--- config.mk ---
export PLATFORM = sky130hd
export DESIGN_NAME = uiw_core
export DESIGN_NICKNAME = d
export VERILOG_FILES = /design/src/design/uiw_pkg.sv /design/src/design/uiw_wake_timer.sv /design/src/design/uiw_core.sv
export SDC_FILE = /design/constraint.sdc
export NUM_CORES = 1
export LEC_CHECK = 0
export CORE_ASPECT_RATIO = 1.2
export CORE_UTILIZATION = 63
export CTS_CLUSTER_SIZE = 16
export DETAILED_ROUTE_END_ITERATION = 12
export DONT_BUFFER_PORTS = 1
export GPL_ROUTABILITY_DRIVEN = 0
export PLACE_DENSITY = 0.79
export SYNTH_ARGS = -nofsm -noshare
export SYNTH_HDL_FRONTEND = slang
export SYNTH_SLANG_ARGS = --single-unit
export TNS_END_PERCENT = 1
--- constraint.sdc ---
create_clock -name clk_in -period 2.15 [get_ports clk_in]
set_input_delay 0.645 -clock clk_in [delete_from_list [all_inputs] [get_ports clk_in]]
set_output_delay 0.645 -clock clk_in [all_outputs]
set_load 0.05 [all_outputs]
--- src/design/uiw_pkg.sv ---
package uiw_pkg;

    // Register byte offsets on the APB bus
    localparam logic [7:0] OFF_STATUS = 8'h00;
    localparam logic [7:0] OFF_CTRL1  = 8'h04;
    localparam logic [7:0] OFF_CTRL2  = 8'h08;
    localparam logic [7:0] OFF_INTCTL = 8'h0c;

    // Reset values
    localparam logic [7:0] CTRL1_RST  = 8'h00;
    localparam logic [7:0] CTRL2_RST  = 8'h00;
    localparam logic [7:0] INTCTL_RST = 8'h00;

    // serial_status_reg fields
    localparam int ST_TXE = 0;
    localparam int ST_TXI = 1;
    localparam int ST_RXA = 2;
    localparam int ST_OVR = 3;

    // serial_control_reg_one fields
    localparam int C1_PORT_EN = 7;
    localparam int C1_NINTH   = 6;
    localparam int C1_PARITY  = 5;

    // serial_control_reg_two fields
    localparam int C2_TXE_IE = 7;
    localparam int C2_TXI_IE = 6;
    localparam int C2_RX_EN  = 5;
    localparam int C2_ADDR   = 4;
    localparam int C2_WAKE   = 3;
    localparam int C2_RIE    = 2;

    // Interrupt gate register fields
    localparam int IC_GLOBAL = 0;
    localparam int IC_MULTI  = 1;
    localparam int IC_SERIAL = 2;

    // Post-wake settle time in system clock cycles
    localparam int unsigned WAKE_DELAY_DEF = 1024;
    localparam int          DELAY_W        = 16;

    // Received word handed over from the receive datapath
    typedef struct packed {
        logic valid;
        logic bit8;
        logic bit9;
    } uiw_rxword_t;

    // One bit per interrupt condition
    typedef struct packed {
        logic txe;
        logic txi;
        logic rx;
        logic ovr;
        logic addr;
        logic wake;
    } uiw_evt_t;

    typedef enum logic [1:0] {
        WK_RUN,
        WK_ASLEEP,
        WK_SETTLE
    } uiw_wake_st_t;

endpackage

--- src/design/uiw_wake_timer.sv ---
`timescale 1ns/10ps
module uiw_wake_timer #(
    parameter int unsigned DELAY_CYCLES = uiw_pkg::WAKE_DELAY_DEF
) (
    // Clock and control
    input  wire logic clk_in,
    input  wire logic rst_b_in,
    input  wire logic ce_in,
    // Start and status
    input  wire logic start_in,
    output logic      busy_out,
    output logic      done_out
);

    logic [uiw_pkg::DELAY_W-1:0] cnt_q;
    logic [uiw_pkg::DELAY_W-1:0] cnt_d;
    logic                        busy_q;
    logic                        busy_d;
    logic                        done_q;
    logic                        done_d;

    // Count down the settle time, one done pulse at the end
    always_comb begin
        cnt_d  = cnt_q;
        busy_d = busy_q;
        done_d = 1'b0;
        if (start_in) begin
            cnt_d  = uiw_pkg::DELAY_W'(DELAY_CYCLES - 1);
            busy_d = 1'b1;
        end else if (busy_q) begin
            if (cnt_q == '0) begin
                busy_d = 1'b0;
                done_d = 1'b1;
            end else begin
                cnt_d = cnt_q - 1'b1;
            end
        end
    end

    // Registers, frozen while ce_in is low
    always_ff @(posedge clk_in) begin
        if (!rst_b_in) begin
            cnt_q  <= '0;
            busy_q <= 1'b0;
            done_q <= 1'b0;
        end else if (ce_in) begin
            cnt_q  <= cnt_d;
            busy_q <= busy_d;
            done_q <= done_d;
        end
    end

    assign busy_out = busy_q;
    assign done_out = done_q;

endmodule

--- src/design/uiw_core.sv ---
// Our own choices: the APB slave port and the register offsets.
`timescale 1ns/10ps
// Operation
// (RL1) Six interrupt conditions: tx empty, tx idle, rx data, overrun, address, wake.
// (RL2) Any enabled condition gives a one-cycle low pulse to the interrupt controller.
// (RL3) Pulse only with global, multifunction, serial enables set and stack not full.
// (RL4) Four conditions have status flags, each gated by an enable bit.
// (RL5) Tx empty and tx idle have own enables; rx data and overrun share one.
// (RL6) Address detect has no flag; interrupts on address when address detect enabled.
// (RL7) Clock off with enables set: rx falling edge raises a flagless wake interrupt.
// (RL8) Status flags read-only, not cleared by vectoring; cleared by status then data read.
// (RL9) Address detect mode: rx interrupt only when the top received bit is one.
// (RL10) Top bit is bit nine in nine-bit mode, else bit eight.
// (RL11) Address detect off: every received word requests an rx interrupt.
// (RL12) Software keeps parity off while address detect mode is on.
// (RL13) Clock off halts all activity; transmission resumes when clock returns.
// (RL14) Power-down during reception suspends it rather than aborting.
// (RL15) Power-down leaves status, control, data and divisor registers untouched.
// (RL16) Software lets transfers finish before entering power-down.
// (RL17) Data arriving during the post-wake settle time is discarded.
// (RL18) Without all interrupt enables a wake edge only wakes, no interrupt.
// (RL19) After a pin wake-up the interrupt waits until the settle time ends.
// (RL20) Rx data flag is set while the receive buffer holds a character.
// (RL21) Settle time is a parameter, defaulting to the oscillator start-up count.
module uiw_core #(
    parameter int unsigned WAKE_DELAY = uiw_pkg::WAKE_DELAY_DEF
) (
    // Clock, reset, enable
    input  wire logic                clk_in,
    input  wire logic                rst_b_in,
    input  wire logic                ce_in,
    // APB slave
    input  wire logic                psel_in,
    input  wire logic                penable_in,
    input  wire logic                pwrite_in,
    input  wire logic [7:0]          paddr_in,
    input  wire logic [31:0]         pwdata_in,
    output logic      [31:0]         prdata_out,
    output logic                     pready_out,
    output logic                     pslverr_out,
    // Datapath status and events
    input  wire logic                tx_empty_in,
    input  wire logic                tx_idle_in,
    input  wire logic                rx_buf_nonempty_in,
    input  wire uiw_pkg::uiw_rxword_t rx_word_in,
    input  wire logic                overrun_in,
    input  wire logic                data_read_in,
    // Pin, power and interrupt stack
    input  wire logic                rx_pin_in,
    input  wire logic                uart_clk_on_in,
    input  wire logic                stack_full_in,
    // Outputs to interrupt controller, system and datapath
    output logic                     int_req_b_out,
    output logic                     wake_out,
    output logic                     rx_discard_out,
    output logic                     uart_halt_out,
    output logic      [7:0]          ctrl1_out,
    output logic      [7:0]          ctrl2_out
);

    // Register state
    logic [7:0]  ctrl1_q, ctrl1_d;
    logic [7:0]  ctrl2_q, ctrl2_d;
    logic [7:0]  intctl_q, intctl_d;
    logic        ovr_q, ovr_d;
    logic        armed_q, armed_d;
    logic [31:0] prdata_q, prdata_d;
    logic        pready_q, pready_d;
    logic        pslverr_q, pslverr_d;
    // Event and wake state
    logic                  txe_prev_q, txe_prev_d;
    logic                  txi_prev_q, txi_prev_d;
    logic                  rx_prev_q, rx_prev_d;
    logic                  pend_q, pend_d;
    logic                  wake_int_q, wake_int_d;
    logic                  int_req_b_q, int_req_b_d;
    logic                  wake_q, wake_d;
    logic                  discard_q, discard_d;
    logic                  halt_q, halt_d;
    uiw_pkg::uiw_wake_st_t st_q, st_d;
    // Combinational helpers
    logic                  setup, access, hit, stat_rd, wr_ok;
    logic [7:0]            status;
    logic                  addr_bit, gates, rx_fall, wake_arm, fire, tmr_start;
    logic                  tmr_busy, tmr_done;
    uiw_pkg::uiw_evt_t     ev;

    uiw_wake_timer #(
        .DELAY_CYCLES (WAKE_DELAY)
    ) u_timer (
        .clk_in   (clk_in),
        .rst_b_in (rst_b_in),
        .ce_in    (ce_in),
        .start_in (tmr_start),
        .busy_out (tmr_busy),
        .done_out (tmr_done)
    );

    // Status image; flags follow hardware, software cannot write them
    always_comb begin
        status                  = 8'h00;
        status[uiw_pkg::ST_TXE] = tx_empty_in;
        status[uiw_pkg::ST_TXI] = tx_idle_in;
        status[uiw_pkg::ST_RXA] = rx_buf_nonempty_in;          // see RL20
        status[uiw_pkg::ST_OVR] = ovr_q;
    end

    // APB slave: data loaded in setup, pready high in the access cycle
    always_comb begin
        setup     = psel_in && !penable_in;
        access    = psel_in && penable_in && pready_q;
        hit       = (paddr_in == uiw_pkg::OFF_STATUS) || (paddr_in == uiw_pkg::OFF_CTRL1) ||
                    (paddr_in == uiw_pkg::OFF_CTRL2)  || (paddr_in == uiw_pkg::OFF_INTCTL);
        wr_ok     = access && pwrite_in && !pslverr_q;
        stat_rd   = access && !pwrite_in && (paddr_in == uiw_pkg::OFF_STATUS);
        pready_d  = setup;
        pslverr_d = setup && !hit;
        prdata_d  = 32'h0000_0000;
        if (setup && !pwrite_in) begin
            case (paddr_in)
                uiw_pkg::OFF_STATUS: prdata_d = {24'h00_0000, status};
                uiw_pkg::OFF_CTRL1:  prdata_d = {24'h00_0000, ctrl1_q};
                uiw_pkg::OFF_CTRL2:  prdata_d = {24'h00_0000, ctrl2_q};
                uiw_pkg::OFF_INTCTL: prdata_d = {24'h00_0000, intctl_q};
                default:             prdata_d = 32'h0000_0000;
            endcase
        end
        // Only writes change the control registers, never power state
        ctrl1_d  = ctrl1_q;                                     // see RL15
        ctrl2_d  = ctrl2_q;
        intctl_d = intctl_q;
        if (wr_ok && paddr_in == uiw_pkg::OFF_CTRL1) begin
            ctrl1_d = pwdata_in[7:0];
        end
        if (wr_ok && paddr_in == uiw_pkg::OFF_CTRL2) begin
            ctrl2_d = pwdata_in[7:0];
        end
        if (wr_ok && paddr_in == uiw_pkg::OFF_INTCTL) begin
            intctl_d = pwdata_in[7:0];
        end
        // Overrun clears by status read then data read; new overrun wins
        armed_d = data_read_in ? 1'b0 : (armed_q || stat_rd);   // see RL8
        ovr_d   = overrun_in || (ovr_q && !(armed_q && data_read_in));
    end

    // Interrupt conditions, gated by their enables
    always_comb begin
        addr_bit   = ctrl1_q[uiw_pkg::C1_NINTH] ? rx_word_in.bit9 : rx_word_in.bit8; // see RL10
        txe_prev_d = tx_empty_in;
        txi_prev_d = tx_idle_in;
        rx_prev_d  = rx_pin_in;
        ev.txe  = tx_empty_in && !txe_prev_q && ctrl2_q[uiw_pkg::C2_TXE_IE]; // see RL5
        ev.txi  = tx_idle_in && !txi_prev_q && ctrl2_q[uiw_pkg::C2_TXI_IE];  // see RL4
        // Rx data and overrun share one enable; rx data discarded while settling
        ev.rx   = rx_word_in.valid && !discard_q && ctrl2_q[uiw_pkg::C2_RIE] &&
                  (!ctrl2_q[uiw_pkg::C2_ADDR] || addr_bit);     // see RL9 see RL11
        ev.ovr  = overrun_in && !ovr_q && ctrl2_q[uiw_pkg::C2_RIE]; // see RL5
        ev.addr = rx_word_in.valid && !discard_q &&
                  ctrl2_q[uiw_pkg::C2_ADDR] && addr_bit;        // see RL6
        ev.wake = tmr_done && wake_int_q;                       // see RL7
        gates   = intctl_q[uiw_pkg::IC_GLOBAL] && intctl_q[uiw_pkg::IC_MULTI] &&
                  intctl_q[uiw_pkg::IC_SERIAL] && !stack_full_in; // see RL3
    end

    // Wake sequencer: asleep while clock off, settle after a line wake before running
    always_comb begin
        rx_fall    = rx_prev_q && !rx_pin_in;
        wake_arm   = ctrl1_q[uiw_pkg::C1_PORT_EN] && ctrl2_q[uiw_pkg::C2_RX_EN] &&
                     ctrl2_q[uiw_pkg::C2_RIE] && ctrl2_q[uiw_pkg::C2_WAKE];
        st_d       = st_q;
        wake_d     = 1'b0;
        tmr_start  = 1'b0;
        wake_int_d = wake_int_q;
        case (st_q)
            uiw_pkg::WK_RUN: begin
                if (!uart_clk_on_in) begin
                    st_d = uiw_pkg::WK_ASLEEP;                  // see RL13 see RL14
                end
            end
            uiw_pkg::WK_ASLEEP: begin
                if (rx_fall && wake_arm) begin
                    // Wake always; the interrupt is decided later by the gates
                    wake_d     = 1'b1;                          // see RL7 see RL18
                    wake_int_d = 1'b1;
                    tmr_start  = 1'b1;
                    st_d       = uiw_pkg::WK_SETTLE;
                end else if (uart_clk_on_in) begin
                    st_d = uiw_pkg::WK_RUN;
                end
            end
            uiw_pkg::WK_SETTLE: begin
                if (tmr_done) begin
                    wake_int_d = 1'b0;
                    st_d       = uiw_pkg::WK_RUN;               // see RL21
                end
            end
            default: begin
                st_d = uiw_pkg::WK_RUN;
            end
        endcase
        discard_d = (st_d == uiw_pkg::WK_SETTLE);               // see RL17
        halt_d    = (st_d != uiw_pkg::WK_RUN) || !uart_clk_on_in;
    end

    // Requests collect while settling and leave as a single low pulse
    always_comb begin
        pend_d      = pend_q || (|ev);                          // see RL1
        fire        = 1'b0;
        int_req_b_d = 1'b1;
        // A request right after a pulse waits a cycle so two pulses never merge
        if ((st_q == uiw_pkg::WK_RUN || ev.wake) && int_req_b_q) begin
            // Ungated requests are dropped, so a gated-off wake only wakes
            fire        = pend_d && gates;                      // see RL19 see RL18
            int_req_b_d = !fire;                                // see RL2
            pend_d      = 1'b0;
        end
    end

    // All state registers, frozen while ce_in is low
    always_ff @(posedge clk_in) begin
        if (!rst_b_in) begin
            ctrl1_q     <= uiw_pkg::CTRL1_RST;
            ctrl2_q     <= uiw_pkg::CTRL2_RST;
            intctl_q    <= uiw_pkg::INTCTL_RST;
            ovr_q       <= 1'b0;
            armed_q     <= 1'b0;
            prdata_q    <= 32'h0000_0000;
            pready_q    <= 1'b0;
            pslverr_q   <= 1'b0;
            txe_prev_q  <= 1'b0;
            txi_prev_q  <= 1'b0;
            rx_prev_q   <= 1'b1;
            pend_q      <= 1'b0;
            wake_int_q  <= 1'b0;
            int_req_b_q <= 1'b1;
            wake_q      <= 1'b0;
            discard_q   <= 1'b0;
            halt_q      <= 1'b0;
            st_q        <= uiw_pkg::WK_RUN;
        end else if (ce_in) begin
            ctrl1_q     <= ctrl1_d;
            ctrl2_q     <= ctrl2_d;
            intctl_q    <= intctl_d;
            ovr_q       <= ovr_d;
            armed_q     <= armed_d;
            prdata_q    <= prdata_d;
            pready_q    <= pready_d;
            pslverr_q   <= pslverr_d;
            txe_prev_q  <= txe_prev_d;
            txi_prev_q  <= txi_prev_d;
            rx_prev_q   <= rx_prev_d;
            pend_q      <= pend_d;
            wake_int_q  <= wake_int_d;
            int_req_b_q <= int_req_b_d;
            wake_q      <= wake_d;
            discard_q   <= discard_d;
            halt_q      <= halt_d;
            st_q        <= st_d;
        end
    end

    // Outputs straight from flops
    assign prdata_out     = prdata_q;
    assign pready_out     = pready_q;
    assign pslverr_out    = pslverr_q;
    assign int_req_b_out  = int_req_b_q;
    assign wake_out       = wake_q;
    assign rx_discard_out = discard_q;
    assign uart_halt_out  = halt_q;
    assign ctrl1_out      = ctrl1_q;
    assign ctrl2_out      = ctrl2_q;
endmodule

==> flow_summary.toml <==
[critical_path]
startpoint_type = "register"
worstPathCellList = "inv_1 -> ha_1 -> nor4b_2 -> a2111o_1 -> nor3_1 -> mux2_2"
worstPathArrival_ns = 2.23
r2r_end = "u_timer.cnt_q[14]"
reg2reg_depth = 6
timing.reg2reg.setup_slack_ns = 0.15
path_delay_family = "compound AO/OA/AOI/OAI gates"
critical_path_class = "register to register"
cpPeakStageDelay_ns = 0.46
cp_max_fo = 7
cpMaxStageDelayCell = "a2111o_1"
cp-end-kind = "register"
crit_buf_inv = 1
r2r_start = "u_timer.cnt_q[0]"
crit_required_ns = 2.38

[floorplan]
io_pins = 111
core_um2 = 5040
placementRows = 28
fp.dieW_um = 68.8
die_area_um2 = 5650
fp.dieH_um = 82.1
start_util_pct = 66.8

[finish]
fillers = 402
drive_above_1_share_pct = 14.5
diodes = 0
fin_nets = 473
fin_area_um2 = 3680
fin_cells = 475
area_growth_pct = 9.09

[global_route]
antenna_found_initial = 0
grt_max_degree = 39
track_usage_pct = 30.7
grt_pass1_wl_um = 12800
grt_pass1_vias = 2767
grt-ovfl-total = 0

[hold_path]
hold_end = "rx_prev_q"
min_delay_path_depth = 1
min_from = "rst_b_in"
min_path_type = "primary input to register"

[timing]
finClkSkew_ns = 0.00498
tns_ns = 0
fmax_ghz = 0.501
rsz0062_at_grt = "false"
finalMaxSlewViolations = 0
max-slew-margin-rel_pct = 60.9
setup_viol = 0
worstMarginPinSlew_ns = 0.586
hold_violations = 0
finalCritPeriodShare_pct = 92.8
setup_ws_ns = 0.154
fin_crit_ns = 2.00

[clock_tree]
cts_hold_buf = 0
cts_setup_buffers = 0
clock-sinks = 65
worst_skew_pair.late_latency_ns = 0.34
post_cts_resized = 0
cts_max_path_buffers = 2
htree_levels = 3
cts.clk_slew.worst_paths_ns = 0.07
cts_buffers = 9
cts_tree = "built"
root_buffer = "clkbuf_8"

[routing]
drt_first_pass_iters = 5
route.detailed.wl_per_inst_um = 18.0
drcViolationCount = 0
post_drt_via_cell_ratio = 6.50
drt_iter0_markers = 222
vias = 3089
wirelength_um = 8550
ant_nets = 0

[power_and_ir_drop]
power_frac_clock_pct = 45.3
p_sw_mw = 0.654
p_leak_nw = 1.30
power_frac_comb_pct = 8.0
internal-power_mw = 1.97
powerDensity_nw_per_um2 = 715
p_seq_share_pct = 46.7
peakVddDrop_mv = 0.482
finalPower_mw = 2.63
swShare_pct = 24.9

[place]
pre_cts_ws_ns = 0.124
dp.final_hpwl_um = 6040
dp_cells = 459
post_dp_cell_area_um2 = 3440
io_buffers = 0

[logic_synthesis]
ys_warn_count = 0
synthesis.area_um2 = 3370
async_reset_ff_share_pct = 0
synth_top_area_share_pct = 38.6
synth_cell_types = 55
synthFlopType = "dfxtp_1"
synth-seq-area-share_pct = 38.6
yosysTopAreaCell = "dfxtp_1"
synth_edf_count = 0
synthTopCellsByArea = "dfxtp_1 (39%), a21oi_1 (6.8%), buf_4 (5.3%), o21ai_0 (5.2%), nand3_1 (4.5%)"
post-synth-top-count-cell = "dfxtp_1"
ys_ff_latch = 65
synthCells = 397
synthTopCellsByCount = "dfxtp_1 (65), a21oi_1 (46), o21ai_0 (35)"
avgSynthCellArea_um2 = 8.49

[outcome]
status = "finished, final reports clean"

[flow_run]
maxCapViolCount = 0
-- state kept, by name (all words and copies together) (netlist names), 2 cells and up --
register / flops
intctl_q: 8
prdata_out: 8
st_q: 2
u_timer.cnt_q: 16
ctrl2_out: 8
ctrl1_out: 8
-- cell families after synthesis --
| logic type | Yosys count | synth area share (%) |
|---|---|---|
| fa+ha+maj | 6 | 2.23 |
| buf+inv | 54 | 8.91 |
| simple gates | 137 | 23.1 |
| flops | 65 | 38.6 |
| other cells | 1 | 0.111 |
| mux | 17 | 6.72 |
| compound gates | 117 | 20.4 |
-- area by class of cell --
type	count	area (um2)	area share, %
Sequential cell	65	1300	35.4
Tap cell	60	75.1	2.04
Timing Repair Buffer	23	173	4.70
Clock inverter	5	77.6	2.11
Inverter	10	37.5	1.02
Clock buffer	11	151	4.12
Multi-Input combinational cell	301	1860	50.6
-- through the flow --
| stage | hold slack [ns] | utilization [%] |
|---|---|---|
| after floorplan | 0.434 | - |
| after global placement | 0.454 | 68.2 |
| after detailed placement | 0.466 | 68.2 |
| after CTS | 0.357 | 72.8 |
| after global routing | 0.362 | 72.9 |
| final | 0.365 | 72.9 |
-- metal layers --
metal	track usage [%]	vias to the layer above	share of wire, %	wire length [um]
met2	52.2	150	52	4430
li1	-	1465	-	-
met3	9.34	14	8.6	734
met1	35.2	1460	38	3230
met5	0	-	0	0
met4	13.5	0	1.9	159
-- power by group through the flow --
| stage | sequential, mW | clock [mW] | combinational (mW) |
|---|---|---|---|
| after floorplan | 1.26 | 0 | 0.218 |
| after global placement | 1.25 | 0 | 0.204 |
| after detailed placement | 1.25 | 0 | 0.207 |
| after CTS | 1.23 | 1.20 | 0.208 |
| after global routing | 1.23 | 1.25 | 0.224 |
| final | 1.23 | 1.19 | 0.210 |
-- cell usage in the layout, fill, tap and decap left out, drive strengths merged, types with 3 or more instances in the layout --
cell / n
inv: 8
clkinv: 4
nor2: 18
o21ai: 35
ha: 6
mux2: 5
mux4: 4
nand3b: 5
clkbuf: 11
nor2b: 5
a31oi: 9
buf: 23
mux2i: 8
nand3: 31
nor4: 6
or4: 3
a22oi: 5
dfxtp: 65
a2bb2oi: 4
and4: 4
a21oi: 46
nand2: 20
or3: 6
and3: 5
nand4: 14
or2: 4
nor3: 6
conb: 24
o31ai: 5
-- how the worst max path moves through the flow --
stage / to / slack (ns) / startpoint / cells after the start
2_1_floorplan: intctl_q[4] / 0.23 / paddr_in[5] / 5
3_3_place_gp: u_timer.cnt_q[0] / 0.19 / u_timer.cnt_q[0] / 6
3_5_place_dp: u_timer.cnt_q[0] / 0.12 / u_timer.cnt_q[0] / 6
4_1_cts: u_timer.cnt_q[0] / 0.11 / u_timer.cnt_q[0] / 6
5_1_grt: u_timer.cnt_q[13] / 0.04 / u_timer.cnt_q[0] / 6
6_report: u_timer.cnt_q[14] / 0.15 / u_timer.cnt_q[0] / 6
Note: power is estimated with default switching activity, not from simulation.
